[src/core/ccr_consts.vh]
`ifndef CCR_CONSTS_VH
`define CCR_CONSTS_VH
// data-space addresses of the mapped core registers
`define CCR_ADDR_INDEX_FIRST 8'h80
`define CCR_ADDR_INDEX_SECOND 8'h81
`define CCR_ADDR_SHORT_FIRST 8'h82
`define CCR_ADDR_SHORT_SECOND 8'h83
`define CCR_ADDR_ACCUMULATOR 8'hFF
// program counter and stack geometry
`define CCR_PC_WIDTH 12
`define CCR_STACK_DEPTH 6
`define CCR_PC_RESET 12'h000
`define CCR_RESET_VECTOR 12'hFFE
// short-direct access length in cpu cycles
`define CCR_SHORT_DIRECT_CYCLES 4
// context codes (one-hot)
`define CCR_CTX_NORMAL 3'h1
`define CCR_CTX_IRQ 3'h2
`define CCR_CTX_NMI 3'h4
// program counter operation codes
`define CCR_PCOP_HOLD 3'h0
`define CCR_PCOP_INC 3'h1
`define CCR_PCOP_JUMP 3'h2
`define CCR_PCOP_CALL 3'h3
`define CCR_PCOP_REL 3'h4
`define CCR_PCOP_RET 3'h5
`define CCR_PCOP_IRQ 3'h6
`define CCR_PCOP_NMI 3'h7
// flag operation codes
`define CCR_FOP_NONE 2'h0
`define CCR_FOP_ARITH 2'h1
`define CCR_FOP_LOGIC 2'h2
`define CCR_FOP_CARRY 2'h3
`endif

[src/core/ccr_ret_stack.v]
`timescale 1ns/1ps
`include "ccr_consts.vh"
// six-level shift stack of return addresses
module ccr_ret_stack
#(
  parameter WIDTH = `CCR_PC_WIDTH,
  parameter DEPTH = `CCR_STACK_DEPTH
)
(
  // clock and reset
  input wire clk_sys_i,
  input wire reset_i,
  // control
  input wire push_i,
  input wire pop_i,
  input wire [WIDTH-1:0] push_data_i,
  // state
  output wire [WIDTH-1:0] top_o,
  output wire empty_o,
  output wire full_o
);
  reg [WIDTH-1:0] level_reg [0:DEPTH-1];
  reg [3:0] fill_reg;
  integer i;
  //////////////////////////////////////////////////////////////////////////////
  // shift levels down on push, up on pop
  always @(posedge clk_sys_i or posedge reset_i)
  begin
    if (reset_i)
    begin
      for (i = 0; i < DEPTH; i = i + 1)
        level_reg[i] <= {WIDTH{1'b0}};
      fill_reg <= 4'h0;
    end
    else if (push_i)
    begin
      for (i = DEPTH - 1; i > 0; i = i - 1)
        level_reg[i] <= level_reg[i-1];
      level_reg[0] <= push_data_i;
      if (fill_reg != DEPTH[3:0])
        fill_reg <= fill_reg + 4'h1;
    end
    else if (pop_i && fill_reg != 4'h0)
    begin
      for (i = 0; i < DEPTH - 1; i = i + 1)
        level_reg[i] <= level_reg[i+1];
      fill_reg <= fill_reg - 4'h1;
    end
  end
  assign top_o = level_reg[0];
  assign empty_o = (fill_reg == 4'h0);
  assign full_o = (fill_reg == DEPTH[3:0]);
endmodule // ccr_ret_stack

[src/core/ccr_core_regs.v]
`timescale 1ns/1ps
`include "ccr_consts.vh"
//////////////////////////////////////////////////////////////////////////////
// Operation
// - accumulator read/write at data address FFh like any location
// - first index at 80h, second index at 81h
// - first short-direct at 82h, second at 83h
// - short-direct access is one byte, four cpu cycles
// - index registers also usable as short-direct operands
// - program counter is 12 bits, addresses 4096 bytes
// - pc increments after fetch; relative branch adds signed offset
// - pc loaded by jump, call, interrupt, reset, return pops
// - three carry/zero pairs: normal, irq, nmi
// - interrupt entry selects its pair; interrupt return restores previous
// - context switch never clears any flag pair
// - instructions touch only the active context's flag pair
// - carry from arithmetic carry/borrow, bit test, rotate left
// - zero set when latest arithmetic/logic result is zero
// - reset starts in nmi context with its flags
// - six 12-bit stack levels, no visible stack pointer
// - call/interrupt shifts levels down, pc enters top
// - return loads pc from top, lower levels move up
// - beyond six nestings stack stays deepest, oldest lost
// - return on empty stack leaves stack, execution continues
// - only pc saved on stack, no data registers
module ccr_core_regs
#(
  parameter PC_BITS = `CCR_PC_WIDTH,
  parameter DEPTH = `CCR_STACK_DEPTH
)
(
  // clock and reset
  input wire clk_sys_i,
  input wire reset_i,
  // cpu cycle enable
  input wire cpu_cycle_i,
  // data-space bus
  input wire [7:0] data_addr_i,
  input wire [7:0] data_wdata_i,
  input wire data_we_i,
  input wire data_re_i,
  output reg [7:0] data_rdata_o,
  output reg data_hit_o,
  // short-direct operand select (0..3 = index1, index2, short1, short2)
  input wire short_sel_valid_i,
  input wire [1:0] short_sel_i,
  output reg short_done_o,
  // program memory fetch
  input wire fetch_i,
  input wire [7:0] prog_data_i,
  output reg [PC_BITS-1:0] program_counter_o,
  // program counter operations
  input wire [2:0] pc_op_i,
  input wire [PC_BITS-1:0] pc_target_i,
  input wire [7:0] rel_offset_i,
  input wire [PC_BITS-1:0] irq_vector_i,
  input wire [PC_BITS-1:0] nmi_vector_i,
  // flag updates from the alu
  input wire [1:0] flag_op_i,
  input wire [7:0] alu_result_i,
  input wire alu_carry_i,
  // active context state
  output reg [2:0] context_o,
  output reg carry_o,
  output reg zero_o,
  output reg stack_empty_o,
  output reg stack_full_o,
  output reg vector_ready_o
);
  // one-hot boot states
  localparam ST_VEC_LO = 3'b001;
  localparam ST_VEC_HI = 3'b010;
  localparam ST_RUN = 3'b100;
  reg [2:0] state_reg;
  reg [7:0] vec_lo_reg;
  reg [7:0] accumulator_reg;
  reg [7:0] index_first_reg;
  reg [7:0] index_second_reg;
  reg [7:0] short_direct_first_reg;
  reg [7:0] short_direct_second_reg;
  reg [PC_BITS-1:0] pc_reg;
  reg [PC_BITS-1:0] pc_next;
  reg normal_carry_reg;
  reg normal_zero_reg;
  reg irq_carry_reg;
  reg irq_zero_reg;
  reg nonmaskable_carry_reg;
  reg nonmaskable_zero_reg;
  reg [2:0] ctx_reg;
  reg [2:0] ctx_next;
  reg [2:0] ctx_saved_reg;
  reg [2:0] short_cnt_reg;
  reg carry_next;
  reg zero_next;
  reg active_carry;
  reg active_zero;
  wire run;
  wire push;
  wire pop;
  wire [PC_BITS-1:0] stack_top;
  wire stack_empty;
  wire stack_full;
  wire [PC_BITS-1:0] rel_ext;
  //////////////////////////////////////////////////////////////////////////////
  // return stack: only pc is pushed
  assign run = (state_reg == ST_RUN) && cpu_cycle_i;
  assign push = run && (pc_op_i == `CCR_PCOP_CALL || pc_op_i == `CCR_PCOP_IRQ ||
    pc_op_i == `CCR_PCOP_NMI);
  assign pop = run && (pc_op_i == `CCR_PCOP_RET);
  assign rel_ext = {{(PC_BITS-8){rel_offset_i[7]}}, rel_offset_i};
  ccr_ret_stack #(.WIDTH(PC_BITS), .DEPTH(DEPTH)) u_stack
  (
    .clk_sys_i(clk_sys_i),
    .reset_i(reset_i),
    .push_i(push),
    .pop_i(pop),
    .push_data_i(pc_reg),
    .top_o(stack_top),
    .empty_o(stack_empty),
    .full_o(stack_full)
  );
  //////////////////////////////////////////////////////////////////////////////
  // program counter next value
  always @*
  begin
    pc_next = pc_reg;
    case (pc_op_i)
      `CCR_PCOP_INC: pc_next = pc_reg + {{(PC_BITS-1){1'b0}}, 1'b1};
      `CCR_PCOP_JUMP: pc_next = pc_target_i;
      `CCR_PCOP_CALL: pc_next = pc_target_i;
      `CCR_PCOP_REL: pc_next = pc_reg + rel_ext;
      `CCR_PCOP_RET:
      begin
        if (!stack_empty)
          pc_next = stack_top;
        else
          pc_next = pc_reg;
      end
      `CCR_PCOP_IRQ: pc_next = irq_vector_i;
      `CCR_PCOP_NMI: pc_next = nmi_vector_i;
      default: pc_next = pc_reg;
    endcase
    if (fetch_i && pc_op_i == `CCR_PCOP_HOLD)
      pc_next = pc_reg + {{(PC_BITS-1){1'b0}}, 1'b1};
  end
  //////////////////////////////////////////////////////////////////////////////
  // reset vector fetch then run
  always @(posedge clk_sys_i or posedge reset_i)
  begin
    if (reset_i)
    begin
      state_reg <= ST_VEC_LO;
      vec_lo_reg <= 8'h00;
      pc_reg <= `CCR_RESET_VECTOR;
    end
    else if (cpu_cycle_i)
    begin
      case (state_reg)
        ST_VEC_LO:
        begin
          vec_lo_reg <= prog_data_i;
          pc_reg <= `CCR_RESET_VECTOR + 12'h001;
          state_reg <= ST_VEC_HI;
        end
        ST_VEC_HI:
        begin
          pc_reg <= {prog_data_i[PC_BITS-9:0], vec_lo_reg};
          state_reg <= ST_RUN;
        end
        ST_RUN: pc_reg <= pc_next;
        default: state_reg <= ST_VEC_LO;
      endcase
    end
  end
  //////////////////////////////////////////////////////////////////////////////
  // context selection
  always @*
  begin
    ctx_next = ctx_reg;
    if (pc_op_i == `CCR_PCOP_NMI)
      ctx_next = `CCR_CTX_NMI;
    else if (pc_op_i == `CCR_PCOP_IRQ)
      ctx_next = `CCR_CTX_IRQ;
  end
  always @(posedge clk_sys_i or posedge reset_i)
  begin
    if (reset_i)
    begin
      ctx_reg <= `CCR_CTX_NMI;
      ctx_saved_reg <= `CCR_CTX_NORMAL;
    end
    else if (run)
    begin
      if (pc_op_i == `CCR_PCOP_IRQ || pc_op_i == `CCR_PCOP_NMI)
      begin
        ctx_saved_reg <= ctx_reg;
        ctx_reg <= ctx_next;
      end
      else if (pc_op_i == `CCR_PCOP_RET && ctx_reg != `CCR_CTX_NORMAL && pc_target_i[0])
      begin
        // interrupt return flagged by target bit 0
        ctx_reg <= ctx_saved_reg;
        ctx_saved_reg <= `CCR_CTX_NORMAL;
      end
    end
  end
  //////////////////////////////////////////////////////////////////////////////
  // flag computation for active pair
  always @*
  begin
    // live pair of the current context, not the one-clock-late outputs
    active_carry = (ctx_reg == `CCR_CTX_NORMAL) ? normal_carry_reg :
      (ctx_reg == `CCR_CTX_IRQ) ? irq_carry_reg : nonmaskable_carry_reg;
    active_zero = (ctx_reg == `CCR_CTX_NORMAL) ? normal_zero_reg :
      (ctx_reg == `CCR_CTX_IRQ) ? irq_zero_reg : nonmaskable_zero_reg;
    carry_next = active_carry;
    zero_next = active_zero;
    case (flag_op_i)
      `CCR_FOP_ARITH:
      begin
        carry_next = alu_carry_i;
        zero_next = (alu_result_i == 8'h00);
      end
      `CCR_FOP_LOGIC: zero_next = (alu_result_i == 8'h00);
      `CCR_FOP_CARRY: carry_next = alu_carry_i;
      default: carry_next = active_carry;
    endcase
  end
  // three pairs, never cleared on switch
  always @(posedge clk_sys_i or posedge reset_i)
  begin
    if (reset_i)
    begin
      normal_carry_reg <= 1'b0;
      normal_zero_reg <= 1'b0;
      irq_carry_reg <= 1'b0;
      irq_zero_reg <= 1'b0;
      nonmaskable_carry_reg <= 1'b0;
      nonmaskable_zero_reg <= 1'b0;
    end
    else if (run && flag_op_i != `CCR_FOP_NONE)
    begin
      case (ctx_reg)
        `CCR_CTX_NORMAL:
        begin
          normal_carry_reg <= carry_next;
          normal_zero_reg <= zero_next;
        end
        `CCR_CTX_IRQ:
        begin
          irq_carry_reg <= carry_next;
          irq_zero_reg <= zero_next;
        end
        default:
        begin
          nonmaskable_carry_reg <= carry_next;
          nonmaskable_zero_reg <= zero_next;
        end
      endcase
    end
  end
  //////////////////////////////////////////////////////////////////////////////
  // data-space mapped registers
  always @(posedge clk_sys_i or posedge reset_i)
  begin
    if (reset_i)
    begin
      accumulator_reg <= 8'h00;
      index_first_reg <= 8'h00;
      index_second_reg <= 8'h00;
      short_direct_first_reg <= 8'h00;
      short_direct_second_reg <= 8'h00;
    end
    else if (data_we_i)
    begin
      case (data_addr_i)
        `CCR_ADDR_ACCUMULATOR: accumulator_reg <= data_wdata_i;
        `CCR_ADDR_INDEX_FIRST: index_first_reg <= data_wdata_i;
        `CCR_ADDR_INDEX_SECOND: index_second_reg <= data_wdata_i;
        `CCR_ADDR_SHORT_FIRST: short_direct_first_reg <= data_wdata_i;
        `CCR_ADDR_SHORT_SECOND: short_direct_second_reg <= data_wdata_i;
        default: accumulator_reg <= accumulator_reg;
      endcase
    end
  end
  // registered read data and hit
  always @(posedge clk_sys_i or posedge reset_i)
  begin
    if (reset_i)
    begin
      data_rdata_o <= 8'h00;
      data_hit_o <= 1'b0;
    end
    else
    begin
      data_hit_o <= 1'b0;
      data_rdata_o <= 8'h00;
      if (data_re_i)
      begin
        data_hit_o <= 1'b1;
        case (data_addr_i)
          `CCR_ADDR_ACCUMULATOR: data_rdata_o <= accumulator_reg;
          `CCR_ADDR_INDEX_FIRST: data_rdata_o <= index_first_reg;
          `CCR_ADDR_INDEX_SECOND: data_rdata_o <= index_second_reg;
          `CCR_ADDR_SHORT_FIRST: data_rdata_o <= short_direct_first_reg;
          `CCR_ADDR_SHORT_SECOND: data_rdata_o <= short_direct_second_reg;
          default: data_hit_o <= 1'b0;
        endcase
      end
    end
  end
  //////////////////////////////////////////////////////////////////////////////
  // short-direct access timing, all four registers eligible
  always @(posedge clk_sys_i or posedge reset_i)
  begin
    if (reset_i)
    begin
      short_cnt_reg <= 3'h0;
      short_done_o <= 1'b0;
    end
    else
    begin
      short_done_o <= 1'b0;
      if (short_cnt_reg == 3'h0)
      begin
        if (short_sel_valid_i && cpu_cycle_i)
          short_cnt_reg <= 3'h1;
      end
      else if (cpu_cycle_i)
      begin
        if (short_cnt_reg == `CCR_SHORT_DIRECT_CYCLES - 1)
        begin
          short_cnt_reg <= 3'h0;
          short_done_o <= 1'b1;
        end
        else
          short_cnt_reg <= short_cnt_reg + 3'h1;
      end
    end
  end
  //////////////////////////////////////////////////////////////////////////////
  // registered status outputs
  always @(posedge clk_sys_i or posedge reset_i)
  begin
    if (reset_i)
    begin
      program_counter_o <= `CCR_RESET_VECTOR;
      context_o <= `CCR_CTX_NMI;
      carry_o <= 1'b0;
      zero_o <= 1'b0;
      stack_empty_o <= 1'b1;
      stack_full_o <= 1'b0;
      vector_ready_o <= 1'b0;
    end
    else
    begin
      program_counter_o <= pc_reg;
      context_o <= ctx_reg;
      carry_o <= active_carry;
      zero_o <= active_zero;
      stack_empty_o <= stack_empty;
      stack_full_o <= stack_full;
      vector_ready_o <= (state_reg == ST_RUN);
    end
  end
endmodule // ccr_core_regs

[config.mk]
export PLATFORM = sky130hd
export DESIGN_NAME = ccr_core_regs
export DESIGN_NICKNAME = d
export VERILOG_FILES = /design/src/core/ccr_ret_stack.v /design/src/core/ccr_core_regs.v
export VERILOG_INCLUDE_DIRS = /design/src /design/src/core
export SDC_FILE = /design/constraint.sdc
export NUM_CORES = 1
export LEC_CHECK = 0
export ABC_AREA = 0
export BUFFER_PORTS_ARGS = -buffer_cell sky130_fd_sc_hd__buf_2
export CAP_MARGIN = 10
export CORE_MARGIN = 10
export CORE_UTILIZATION = 54
export CTS_BUF_LIST = sky130_fd_sc_hd__clkbuf_4
export CTS_CLUSTER_SIZE = 28
export DETAILED_ROUTE_END_ITERATION = 8
export PLACE_DENSITY = 0.79
export SLEW_MARGIN = 40
export SYNTH_ARGS = -nofsm -noshare
export SYNTH_HDL_FRONTEND = slang
export SYNTH_SLANG_ARGS = --single-unit
export TNS_END_PERCENT = 20
[constraint.sdc]
create_clock -name clk_sys_i -period 6.1 [get_ports clk_sys_i]
set_clock_uncertainty 0.15 [all_clocks]
set_input_delay 0.915 -clock clk_sys_i [delete_from_list [all_inputs] [get_ports clk_sys_i]]
set_output_delay 0.915 -clock clk_sys_i [all_outputs]
set_load 0.01 [all_outputs]
Yosys cells after proc, flatten, opt, wreduce, memory -nomap -nowiden
Cells that the tools add are included.
{"block": "classes", "muxes": 33, "eq_ne": 29, "addsub": 5, "n_reduce_logical": 42, "n_bitwise": 2}
{"operator": "60-bit two-way mux", "count": 2}
{"operator": "12-bit case mux with 6 select lines", "count": 1}
{"operator": "8-bit == test, second input constant", "count": 5}
{"operator": "8-bit case mux with 5 select lines", "count": 1}
{"operator": "12-bit case mux with 3 select lines", "count": 1}
{"operator": "3-bit two-way mux", "count": 10}
{"operator": "2-bit AND reduction", "count": 13}
{"operator": "12-bit two-way mux", "count": 2}
{"operator": "3-bit by 2-bit == test with 1-bit output, second input constant", "count": 5}
{"operator": "3-bit == test, second input constant", "count": 5}
{"operator": "12-bit by 1-bit adder with 12-bit output, second input constant", "count": 1}
{"operator": "12-bit adder", "count": 1}
{"operator": "4-bit two-way mux", "count": 3}
{"operator": "1-bit two-way mux", "count": 11}
{"operator": "3-bit by 1-bit == test with 1-bit output, second input constant", "count": 3}
{"operator": "1-bit logical AND", "count": 9}
{"operator": "3-bit case mux with 3 select lines", "count": 1}
{"operator": "8-bit zero test", "count": 1}
{"operator": "8-bit two-way mux", "count": 1}
{"operator": "8-bit by 2-bit != test with 1-bit output, second input constant", "count": 1}
{"operator": "2-bit nonzero test", "count": 4}
{"operator": "2-bit OR reduction", "count": 4}
{"operator": "3-bit zero test", "count": 2}
{"operator": "5-bit OR reduction", "count": 1}
{"operator": "18 further kinds", "count": 23}
{"block": "word_totals", "in_bits": 91, "regBits": 184, "output_inout_bits": 30, "word_cells": 145}

Depth between registers and ports, before layout
Gate-level depths: netlist of run 1.
{"block": "depth", "depth_word": 6, "ltp_mapped": 14, "depth_no_buf": 11}

Hierarchy
Synthesis of run 1 repeated with hierarchy kept, for this count alone.
{"block": "unflattened", "hier_cells": 879, "hier_area_um2": 9405.3}
{"module": "ccr_core_regs", "area_per_inst_um2": 5851.9, "cells_per_inst": 555, "seq_area_each_um2": 2736.4, "n_inst": 1}
{"module": "ccr_ret_stack", "area_per_inst_um2": 3553.4, "cells_per_inst": 324, "seq_area_each_um2": 1901.8, "n_inst": 1}

Worst setup path after synthesis of run 1
No wires, ideal clock.
{"block": "synth_timing", "kind": "input to register", "startpoint": "in cpu_cycle_i", "endpoint": "reg u_stack.fill_reg[3]", "t_arrival_ns": 2.828, "t_required_ns": 5.870, "setup_time_ns": 0.080, "slack_ns": 3.042, "cell_stages": 11, "n_path_buf": 2, "cell_sequence": "clkbuf_1 nand2_2 nor2_1 inv_1 buf_1 ha_1 a21o_1 a21oi_1 nor3_1 a21oi_1 xnor2_1"}
{"block": "synth_via", "elab_chain_cells": 5, "elab_cells_between_ends": 8, "cone_classes": "eq/ne: 1; mux: 1; reduce/logical: 6"}
{"element": "start, declared", "line": "ccr_core_regs.v:36", "source": "input wire cpu_cycle_i,"}
{"element": "1-bit logical AND *", "line": "ccr_core_regs.v:106", "source": "assign run = (state_reg == ST_RUN) && cpu_cycle_i;"}
{"element": "1-bit logical AND", "line": "ccr_core_regs.v:109", "source": "assign pop = run && (pc_op_i == `CCR_PCOP_RET);"}
{"element": "1-bit logical AND", "line": "ccr_ret_stack.v:43", "source": "else if (pop_i && fill_reg != 4'h0)"}
{"element": "2-bit nonzero test (no source line)"}
{"element": "2-bit AND reduction (no source line)"}
{"element": "end signal, assigned", "line": "ccr_ret_stack.v:41", "source": "fill_reg <= fill_reg + 4'h1;"}
{"element": "end signal, assigned", "line": "ccr_ret_stack.v:47", "source": "fill_reg <= fill_reg - 4'h1;"}
{"element": "end, declared", "line": "ccr_ret_stack.v:23", "source": "reg [3:0] fill_reg;"}
Every way passes the cells marked *; elsewhere a longest branch is shown, timed or not.
A chain may end at the register's enable or synchronous reset.

Final worst setup path of run 1
{"block": "layout_timing", "startpoint": "reg state_reg[2]", "endpoint": "reg u_stack.fill_reg[3]"}
{"block": "layout_via", "elab_chain_cells": 6, "elab_cells_between_ends": 9, "cone_classes": "eq/ne: 2; mux: 1; reduce/logical: 6"}
{"element": "start, declared", "line": "ccr_core_regs.v:74", "source": "reg [2:0] state_reg;"}
{"element": "start signal, assigned", "line": "ccr_core_regs.v:152", "source": "state_reg <= ST_VEC_LO;"}
{"element": "start signal, assigned", "line": "ccr_core_regs.v:163", "source": "state_reg <= ST_VEC_HI;"}
{"element": "start signal, assigned", "line": "ccr_core_regs.v:168", "source": "state_reg <= ST_RUN;"}
{"element": "3-bit == test *", "line": "ccr_core_regs.v:106"}
{"element": "1-bit logical AND *", "line": "ccr_core_regs.v:106"}
{"element": "1-bit logical AND", "line": "ccr_core_regs.v:109"}
{"element": "1-bit logical AND", "line": "ccr_ret_stack.v:43"}
{"element": "2-bit nonzero test (no source line)"}
{"element": "2-bit AND reduction (no source line)"}
Marks and branches as above.

==> results.cfg, run 1 <==
[cts]
numCtsBuffers = 17
postCtsSetupBuffers = 0
hold_buffers = 0
clock_latency_ps = 570
cts-htree-levels = 4
cts_tree = done
path_clk_slew_ps = 160
cts_root_buffer = clkbuf_4
cts.sinks = 184
clockBufferDepth = 2
cts_resized = 0

[min_path]
min_path_type = flop to flop
whs_endpoint = program_counter_o[8]
worst_hold_path.num_cells = 0
hold_start = pc_reg[8]

[die]
dieHeight_um = 148
num_io_pins = 121
core_region_area_um2 = 15900
die-area_um2 = 21900
initial_core_util_pct = 55.5
die_x_um = 148
rows = 46

[routing]
antenna_left = 0
num_vias = 6773
drc = 0
top_layer_used = met4
routed-wl-met2_um = 10200
wl_met3_um = 1530
viasPerCell = 5.83
totalWireLength_um = 21800
drt-initial-drc-count = 649
wl_met1_um = 9740
wl_per_cell_um = 18.8
drt_pre_antenna_iters = 7

[logic_synthesis]
yosysTopAreaCellShare_pct = 44.4
yosysTopAreaCell = dfrtp_1
synth-async-reset-ratio_pct = 100
synth_top_cells_by_count = dfrtp_1, nand2_1, mux2_2
yosysSeqAreaShare_pct = 52.4
synth_area_leaders = dfrtp_1, mux2_2, dfstp_2
ys_warn_count = 0
yosysMostFrequentCell = dfrtp_1
netlist_area_um2 = 8850
synth_edf_count = 0
synth-seq-cells = 184
syn-num-nets = 932
syn_inst = 820
ys_types = 62
syn_area_per_cell_um2 = 10.8
synth_ff_type = dfrtp_1

[worst_setup_path]
cp_max_fo = 17
cpMostUsedCell = a21oi_1
required_ps = 6460
start_kind = flop
arrival_ps = 3810
r2r-end = u_stack.fill_reg[3]
critPathMaxStageDelay_ps = 520
ff2ff_setup_slack_ps = 2660
worstPathCellList = or3b_1, inv_2, nand2_2, nor2_4, inv_1, ha_1, a21o_1, a21oi_1, nor3_1, a21oi_1, xnor2_1
criticalPathCategory = flop to flop
cp_slowest_cell = dfrtp_1
worstRegToRegCells = 11
crit_path_end_kind = flop
rr_startpoint = state_reg[2]

[sta]
rsz0062_at_grt = no
worstMarginPinSlew_ps = 781
finalCritPeriodShare_pct = 56.5
max_freq_mhz = 290
slew-limit-headroom_pct = 47.6
finalCriticalPeriod_ps = 3440
hold_viol_final = 0
finalSetupTns_ps = 0
finalMaxSlewViolations = 0
setup_viol = 0

[grt]
grt_usage_pct = 19.5
grt-ovfl-total = 0
grt_pass1_vias = 6552
antenna_found_initial = 2
grt_max_degree = 110
grt_pass1_wl_um = 34700

[run_status]
outcome = completed

[pwr]
peakVddDrop_uv = 183
p_leak_nw = 4.80
p_per_area_nw_per_um2 = 351

[cells_and_area]
nNetsFinal = 1042
area_growth_pct = 12.6
drive_above_1_share_pct = 28.8
fin_area_um2 = 9960
largest_register_ff_count = 60

[place]
io_buffers = 118
placed_area_um2 = 9690
place_congestion = 0.952
hpwl_um = 15600

[job]
max_cap_viol_count = 0
==> worst max-delay path: cells and delay by family (launching register included) <==
family	cells	cell delay, ps
AO/OA/AOI/OAI	3	520
XOR/XNOR	1	130
adder cells (fa/ha/maj)	1	420
buffers and inverters	2	590
flip-flops	1	520
AND/OR/NAND/NOR	4	1040
==> placed cells by master, fill, tap and decap left out, types with 8 or more instances in the layout <==
master,instances
dfrtp_1,157
nand2_1,138
buf_2,118
mux2_2,72
a22oi_1,57
a21oi_1,42
nor2_1,37
o21ai_0,28
dfstp_2,27
inv_1,22
mux2i_1,19
ha_1,19
clkbuf_4,17
o21ai_1,12
xnor2_1,11
a21o_1,10
nor4_1,8
a222oi_1,8
==> per-layer routing <==
metal	GRT usage, %	vias to the layer above
li1	-	3213
met1	26.5	3314
met2	30.5	226
met3	5.19	20
met4	4.71	0
met5	0	-
==> metrics by stage <==
step                      setup slack, ps  utilization [%]  hold slack [ps]  total power (W)  std cells
after floorplan                      79.3                -              203          0.00249        820
after global placement               2660             60.4              242          0.00281       1125
after detailed placement             2580             60.8              244          0.00285       1127
after CTS                            2670             62.5              240          0.00350       1159
after global routing                 2420             62.5              232          0.00373       1161
final                                2660             62.5              244          0.00350       1161
==> area by class of cell <==
| type | instances | area (um2) |
|---|---|---|
| timing repair buffer | 127 | 686 |
| clock inverter | 15 | 143 |
| antenna | 2 | 5.00 |
| multi-input combinational | 576 | 4000 |
| fill | 1309 | 5980 |
| sequential | 184 | 4640 |
| clock buffer | 17 | 128 |
| inverter | 24 | 97.6 |
| tap | 216 | 270 |
==> logic make-up after synthesis <==
family,share of synthesized area [%]
mux,12.2
xor+xnor,1.68
fa+ha+maj,3.14
flops,52.4
simple gates,12.0
compound gates,15.9
buf+inv,2.67
==> worst max path at each step <==
stage	from	slack (ps)	end
final	state_reg[2]	2660	u_stack.fill_reg[3]
after global placement	pc_op_i[0]	2660	u_stack.fill_reg[1]
after detailed placement	pc_op_i[0]	2580	u_stack.fill_reg[3]
after CTS	state_reg[2]	2670	u_stack.fill_reg[3]
after global routing	state_reg[2]	2420	u_stack.fill_reg[3]
after floorplan	reset_i	80	accumulator_reg[0]
==> power by group <==
group	total, W	switching (W)	leakage (nW)	internal, W
clock network	0.000651	0.000440	0.143	0.000211
registers	0.00178	0.000262	2.41	0.00152
logic	0.00107	0.000580	2.25	0.000485
Power figures use the tool's default switching activity.
==> run 2, diff against run 1 <==
clock period = 2.9 ns   (was 6.1 ns; I/O delays follow)
==> run 2 against run 1 <==
Effect of this change:
- wire length increased by 1.2%
- core utilization up 2.4 points
- final area increased by 3.8%
- sequential power up 110%
- critical path depth did not move
- via count up 3.0%
==> results.cfg, run 2 (synthesis gave the netlist of run 1 again) <==
[worst_setup_path]
required_ps = 3270
crit_end = u_stack.fill_reg[3]
criticalPathCategory = flop to flop
cp_slowest_cell = dfrtp_1
startpoint = state_reg[1]
rr_startpoint = state_reg[1]
r2r-end = u_stack.fill_reg[3]
crit_cells = 11
worstPathCellList = or3b_1, inv_2, nand2_2, nor2_4, inv_1, ha_1, a21o_1, a21oi_1, nor3_1, a21oi_1, xnor2_1
ff2ff_setup_slack_ps = 200
crit_path_end_kind = flop
arrival_ps = 3080
worstRegToRegCells = 11
critPathMaxStageDelay_ps = 490
crit_family = simple AND/OR/NAND/NOR gates
cp_max_fo = 7
cpMostUsedCell = a21oi_1
cp_num_buf_inv = 2
start_kind = flop

[cts]
cts_tree = done
cts.sinks = 184
cts_resized = 0
numCtsBuffers = 17
clock_latency_ps = 590
cts_root_buffer = clkbuf_4
postCtsSetupBuffers = 0
path_clk_slew_ps = 150
cts-htree-levels = 4
clockBufferDepth = 2

[pwr]
swShare_pct = 35.4
peakVddDrop_uv = 366
switchingPower_w = 0.00268
p_seq_share_pct = 48.9
power_frac_comb_pct = 31.2
power.internal_w = 0.00489
p_clk_share_pct = 19.9
p_leak_nw = 4.99
power_w = 0.00757
p_per_area_nw_per_um2 = 732

[routing]
wl_met1_um = 9830
wl_met3_um = 1300
drt_pre_antenna_iters = 7
totalWireLength_um = 22100
num_vias = 6975
routed-wl-met2_um = 10500
top_layer_used = met4
viasPerCell = 5.81
drt-initial-drc-count = 665
drc = 0
antenna_left = 0
wl_per_cell_um = 18.4

[die]
core_region_area_um2 = 15900
rows = 46
die-area_um2 = 21900
num_io_pins = 121
initial_core_util_pct = 55.5
dieHeight_um = 148
die_x_um = 148

[sta]
finalSetupTns_ps = 0
finalCritPeriodShare_pct = 93.2
hold_viol_final = 0
rsz0062_at_grt = no
setup_viol = 0
finalCriticalPeriod_ps = 2700
max_freq_mhz = 370
finalMaxSlewViolations = 0
slew-limit-headroom_pct = 49.3
whs_ps = 85.2
worstMarginPinSlew_ps = 759

[cells_and_area]
nNetsFinal = 1080
seq_area_um2 = 4640
largest_register_ff_count = 60
mostFrequentLayoutCells = dfrtp_1, nand2_1, buf_2
drive_above_1_share_pct = 29.8
multi_input_area_um2 = 3990
fillers = 1274
fin_area_um2 = 10300
area_growth_pct = 16.9
fin_util_pct = 64.9
mostFrequentLayoutCell = dfrtp_1

[place]
placed_area_um2 = 9830
place_congestion = 0.913
io_buffers = 118
hpwl_um = 15800

[grt]
grt-ovfl-total = 0
grt_usage_pct = 20.2
grt_pass1_vias = 7036
grt_pass1_wl_um = 36100
grt_max_degree = 94
antenna_found_initial = 4

[job]
max_cap_viol_count = 0

[min_path]
hold_start = alu_carry_i
min_path_type = input pin to flop

[run_status]
outcome = completed
run 2: changes by cell type in the layout (fill, tap and decap cells not counted), moves of 2 or more:
cell / delta
diode_2: +2
dlygate4sd3_1: +19
buf_12: +3
bufinv_16: +2
inv_6: -2
buf_4: +17
run 2: layout make-up:
| type | instances | area share [%] |
|---|---|---|
| clock inverters | 14 | 1.67 |
| inverters | 24 | 0.907 |
| well taps | 216 | 2.61 |
| repair buffers | 165 | 10.0 |
| diodes | 4 | 0.0968 |
| clock buffers | 18 | 1.31 |
| multi-input cells | 576 | 38.5 |
| flip-flops and latches | 184 | 44.8 |
run 2: worst min-delay path, delay by kind of cell:
family,cells,cell delay (ps)
buffers and inverters,1,70
multiplexers,2,290
run 2: worst min-delay path by stage:
stage                            to  cells after the start
6_report              irq_carry_reg                      3
5_1_grt               irq_carry_reg                      3
4_1_cts               irq_carry_reg                      3
3_5_place_dp   program_counter_o[8]                      0
3_3_place_gp   program_counter_o[8]                      0
2_1_floorplan          context_o[2]                      0
run 2: per-stage QoR:
step,setup slack (ps),cells
after floorplan,-27.5,820
after CTS,235,1197
after global routing,38.1,1201
after global placement,304,1145
after detailed placement,257,1146
final,196,1201
run 2: timing repair:
action                                  in CTS  in global routing
endpoints found under the setup margin       0                  0
endpoints found under the hold margin      207                  0
hold buffers                                19                  0
run 2: power groups by stage:
stage | Sequential [W] | Clock, W | Combinational, W
2_1_floorplan | 0.00361 | 0 | 0.00163
3_3_place_gp | 0.00370 | 0 | 0.00224
3_5_place_dp | 0.00373 | 0 | 0.00231
4_1_cts | 0.00368 | 0.00155 | 0.00235
5_1_grt | 0.00377 | 0.00164 | 0.00261
6_report | 0.00370 | 0.00151 | 0.00236
run 2: layer usage:
layer,vias up,global-route usage (%)
li1,3284,-
met1,3443,26.9
met2,212,32.1
met3,36,4.30
met4,0,6.74
met5,-,0
==> run 3, diff against run 2 <==
PLACE_DENSITY = 0.78   (was 0.79)
SYNTH_HIERARCHICAL = 1   (was default)
==> run 3 against run 2 <==
Effect of this change:
- clock power down 8%
- combinational power is essentially flat
- hold slack worse by 42 ps
- non-clock buffer count down 2
- synthesized area grew 6.3%
- count of clock-buffer cells in the layout increased by 1
- die area grew 5.5%
- wire length grew 2.1%
- cell count increased by 3.6%
- sequential share of layout area shrank 1.6 points
- synthesized cell count rose by 7.2%
- largest cell class unchanged
- largest power group unchanged
- highest routed layer unchanged
==> results.cfg, run 3 <==
[run_status]
outcome = completed

[grt]
antenna_found_initial = 0
grt-ovfl-total = 0
grt_pass1_vias = 7337
grt_max_degree = 135
grt_pass1_wl_um = 37300
grt_usage_pct = 19.3

[pwr]
p_leak_nw = 5.34
peakVddDrop_uv = 418
p_per_area_nw_per_um2 = 685

[logic_synthesis]
syn_inst = 879
yosysTopAreaCellShare_pct = 41.8
netlist_area_um2 = 9410
synth_area_leaders = dfrtp_1, dfstp_2, mux2i_1
syn-num-nets = 991
synth-async-reset-ratio_pct = 100
synth_edf_count = 0
yosysSeqAreaShare_pct = 49.3
ys_types = 76
ys_warn_count = 6
synth_ff_type = dfrtp_1
synth-seq-cells = 184
syn_area_per_cell_um2 = 10.7
yosysTopAreaCell = dfrtp_1
yosysMostFrequentCell = dfrtp_1
synth_top_cells_by_count = dfrtp_1, nand2_1, o21ai_0

[cts]
path_clk_slew_ps = 140
cts_root_buffer = clkbuf_4
numCtsBuffers = 17
cts_tree = done
clock_latency_ps = 580
cts-htree-levels = 4
cts.sinks = 184
clockBufferDepth = 2
postCtsSetupBuffers = 0

[min_path]
min_path_type = input pin to flop
worst_hold_path.num_cells = 2
hold_start = cpu_cycle_i
whs_endpoint = short_cnt_reg[2]

[job]
max_cap_viol_count = 0

[worst_setup_path]
worstPathCellList = ha_1, o21a_2, a211oi_4, a211oi_2, or4_4, a211oi_2, o22a_1
cp_max_fo = 7
required_ps = 3270
worstRegToRegCells = 7
start_kind = flop
arrival_ps = 3070
cp_slowest_cell = dfstp_2
r2r-end = pc_reg[11]
cpMostUsedCell = a211oi_2
critPathMaxStageDelay_ps = 670
ff2ff_setup_slack_ps = 200
criticalPathCategory = flop to flop
rr_startpoint = pc_reg[3]
crit_path_end_kind = flop

[die]
core_region_area_um2 = 17200
rows = 48
num_io_pins = 121
die-area_um2 = 23100
dieHeight_um = 152
initial_core_util_pct = 54.8
die_x_um = 152

[sta]
finalMaxSlewViolations = 0
setup_viol = 0
finalCriticalPeriod_ps = 2700
finalCritPeriodShare_pct = 93.0
finalSetupTns_ps = 0
worstMarginPinSlew_ps = 704
rsz0062_at_grt = no
max_freq_mhz = 371
hold_viol_final = 0
slew-limit-headroom_pct = 53.0

[routing]
drc = 0
num_vias = 7189
drt-initial-drc-count = 575
totalWireLength_um = 22500
wl_per_cell_um = 18.1
drt_pre_antenna_iters = 5
antenna_left = 0
viasPerCell = 5.78

[place]
place_congestion = 0.894
io_buffers = 118
placed_area_um2 = 10300
hpwl_um = 16200

[cells_and_area]
nNetsFinal = 1118
mostFrequentLayoutCell = dfrtp_1
mostFrequentLayoutCells = dfrtp_1, buf_2, nand2_1
area_growth_pct = 14.1
largest_register_ff_count = 60
drive_above_1_share_pct = 25.2
fin_util_pct = 62.5
fin_area_um2 = 10700
n_antenna_cell = 0
[run 3: changes by cell type in the layout (fill, tap and decap cells not counted), sizes merged, moves of 6 or more]
| cell | delta |
|---|---|
| a21oi | +12 |
| a22oi | -47 |
| mux2i | +49 |
| nand2 | -40 |
| nor3 | +6 |
| o21ai | +57 |
[run 3: cell families (layout without fill, tap and decap cells)]
kind of cell | after synthesis | after routing | share of synthesized area [%]
AOI/OAI and AO/OA | 231 | 231 | 15.4
xor gates and xnor gates | 17 | 17 | 1.58
and+or+nand+nor | 202 | 202 | 10.5
muxes | 140 | 140 | 16.0
adders and majority gates | 21 | 21 | 2.95
DFF | 184 | 184 | 49.3
buffers and inverters | 84 | 224 | 4.26
[run 3: worst max-delay path: cells and delay by family, from the launching register on]
family / cells / cell delay, ps
compound gates: 5 / 990
fa+ha+maj: 1 / 310
flops: 1 / 670
simple gates: 1 / 530
[run 3: final cells by class]
class                           count  area (um2)
Fill cell                        1410        6440
Sequential cell                   184        4640
Multi-Input combinational cell    611        4390
Timing Repair Buffer              163        1040
Tap cell                          225         282
Clock buffer                       19         143
Clock inverter                     13         131
Inverter                           29         113
[run 3: report_power, final]
part	switching (W)	total [W]	internal, W
Clock	0.000864	0.00139	0.000524
Combinational	0.00131	0.00238	0.00107
Sequential	0.000439	0.00358	0.00314
[run 3: through the flow]
step	hold WS (ps)	total power (W)	setup slack, ps	cells
2_1_floorplan	202	0.00526	180	879
3_3_place_gp	259	0.00587	194	1194
3_5_place_dp	258	0.00595	85.3	1194
4_1_cts	16.5	0.00736	160	1244
5_1_grt	42.7	0.00782	35.6	1244
6_report	42.7	0.00735	203	1244
[run 3: per-layer routing]
metal / wire length [um] / track usage, % / vias up
li1: - / - / 3412
met1: 10200 / 25.9 / 3513
met2: 10500 / 30.5 / 234
met3: 1470 / 4.52 / 30
met4: 330 / 5.27 / 0
met5: 0 / 0 / -
[run 3: worst max path at each step]
stage | start | end | slack, ps
detailed placement | rel_offset_i[0] | pc_reg[8] | 90
global placement | rel_offset_i[0] | pc_reg[8] | 190
finish | pc_reg[3] | pc_reg[11] | 200
floorplan | state_reg[1] | u_stack/fill_reg[3] | 180
global route | state_reg[1] | u_stack/fill_reg[1] | 40
CTS | pc_reg[0] | pc_reg[8] | 160
[run 3: repair_timing]
action,CTS,global route
gates resized for setup,0,1
endpoints found under the setup margin,0,1
endpoints found under the hold margin,142,0
hold buffers,18,0
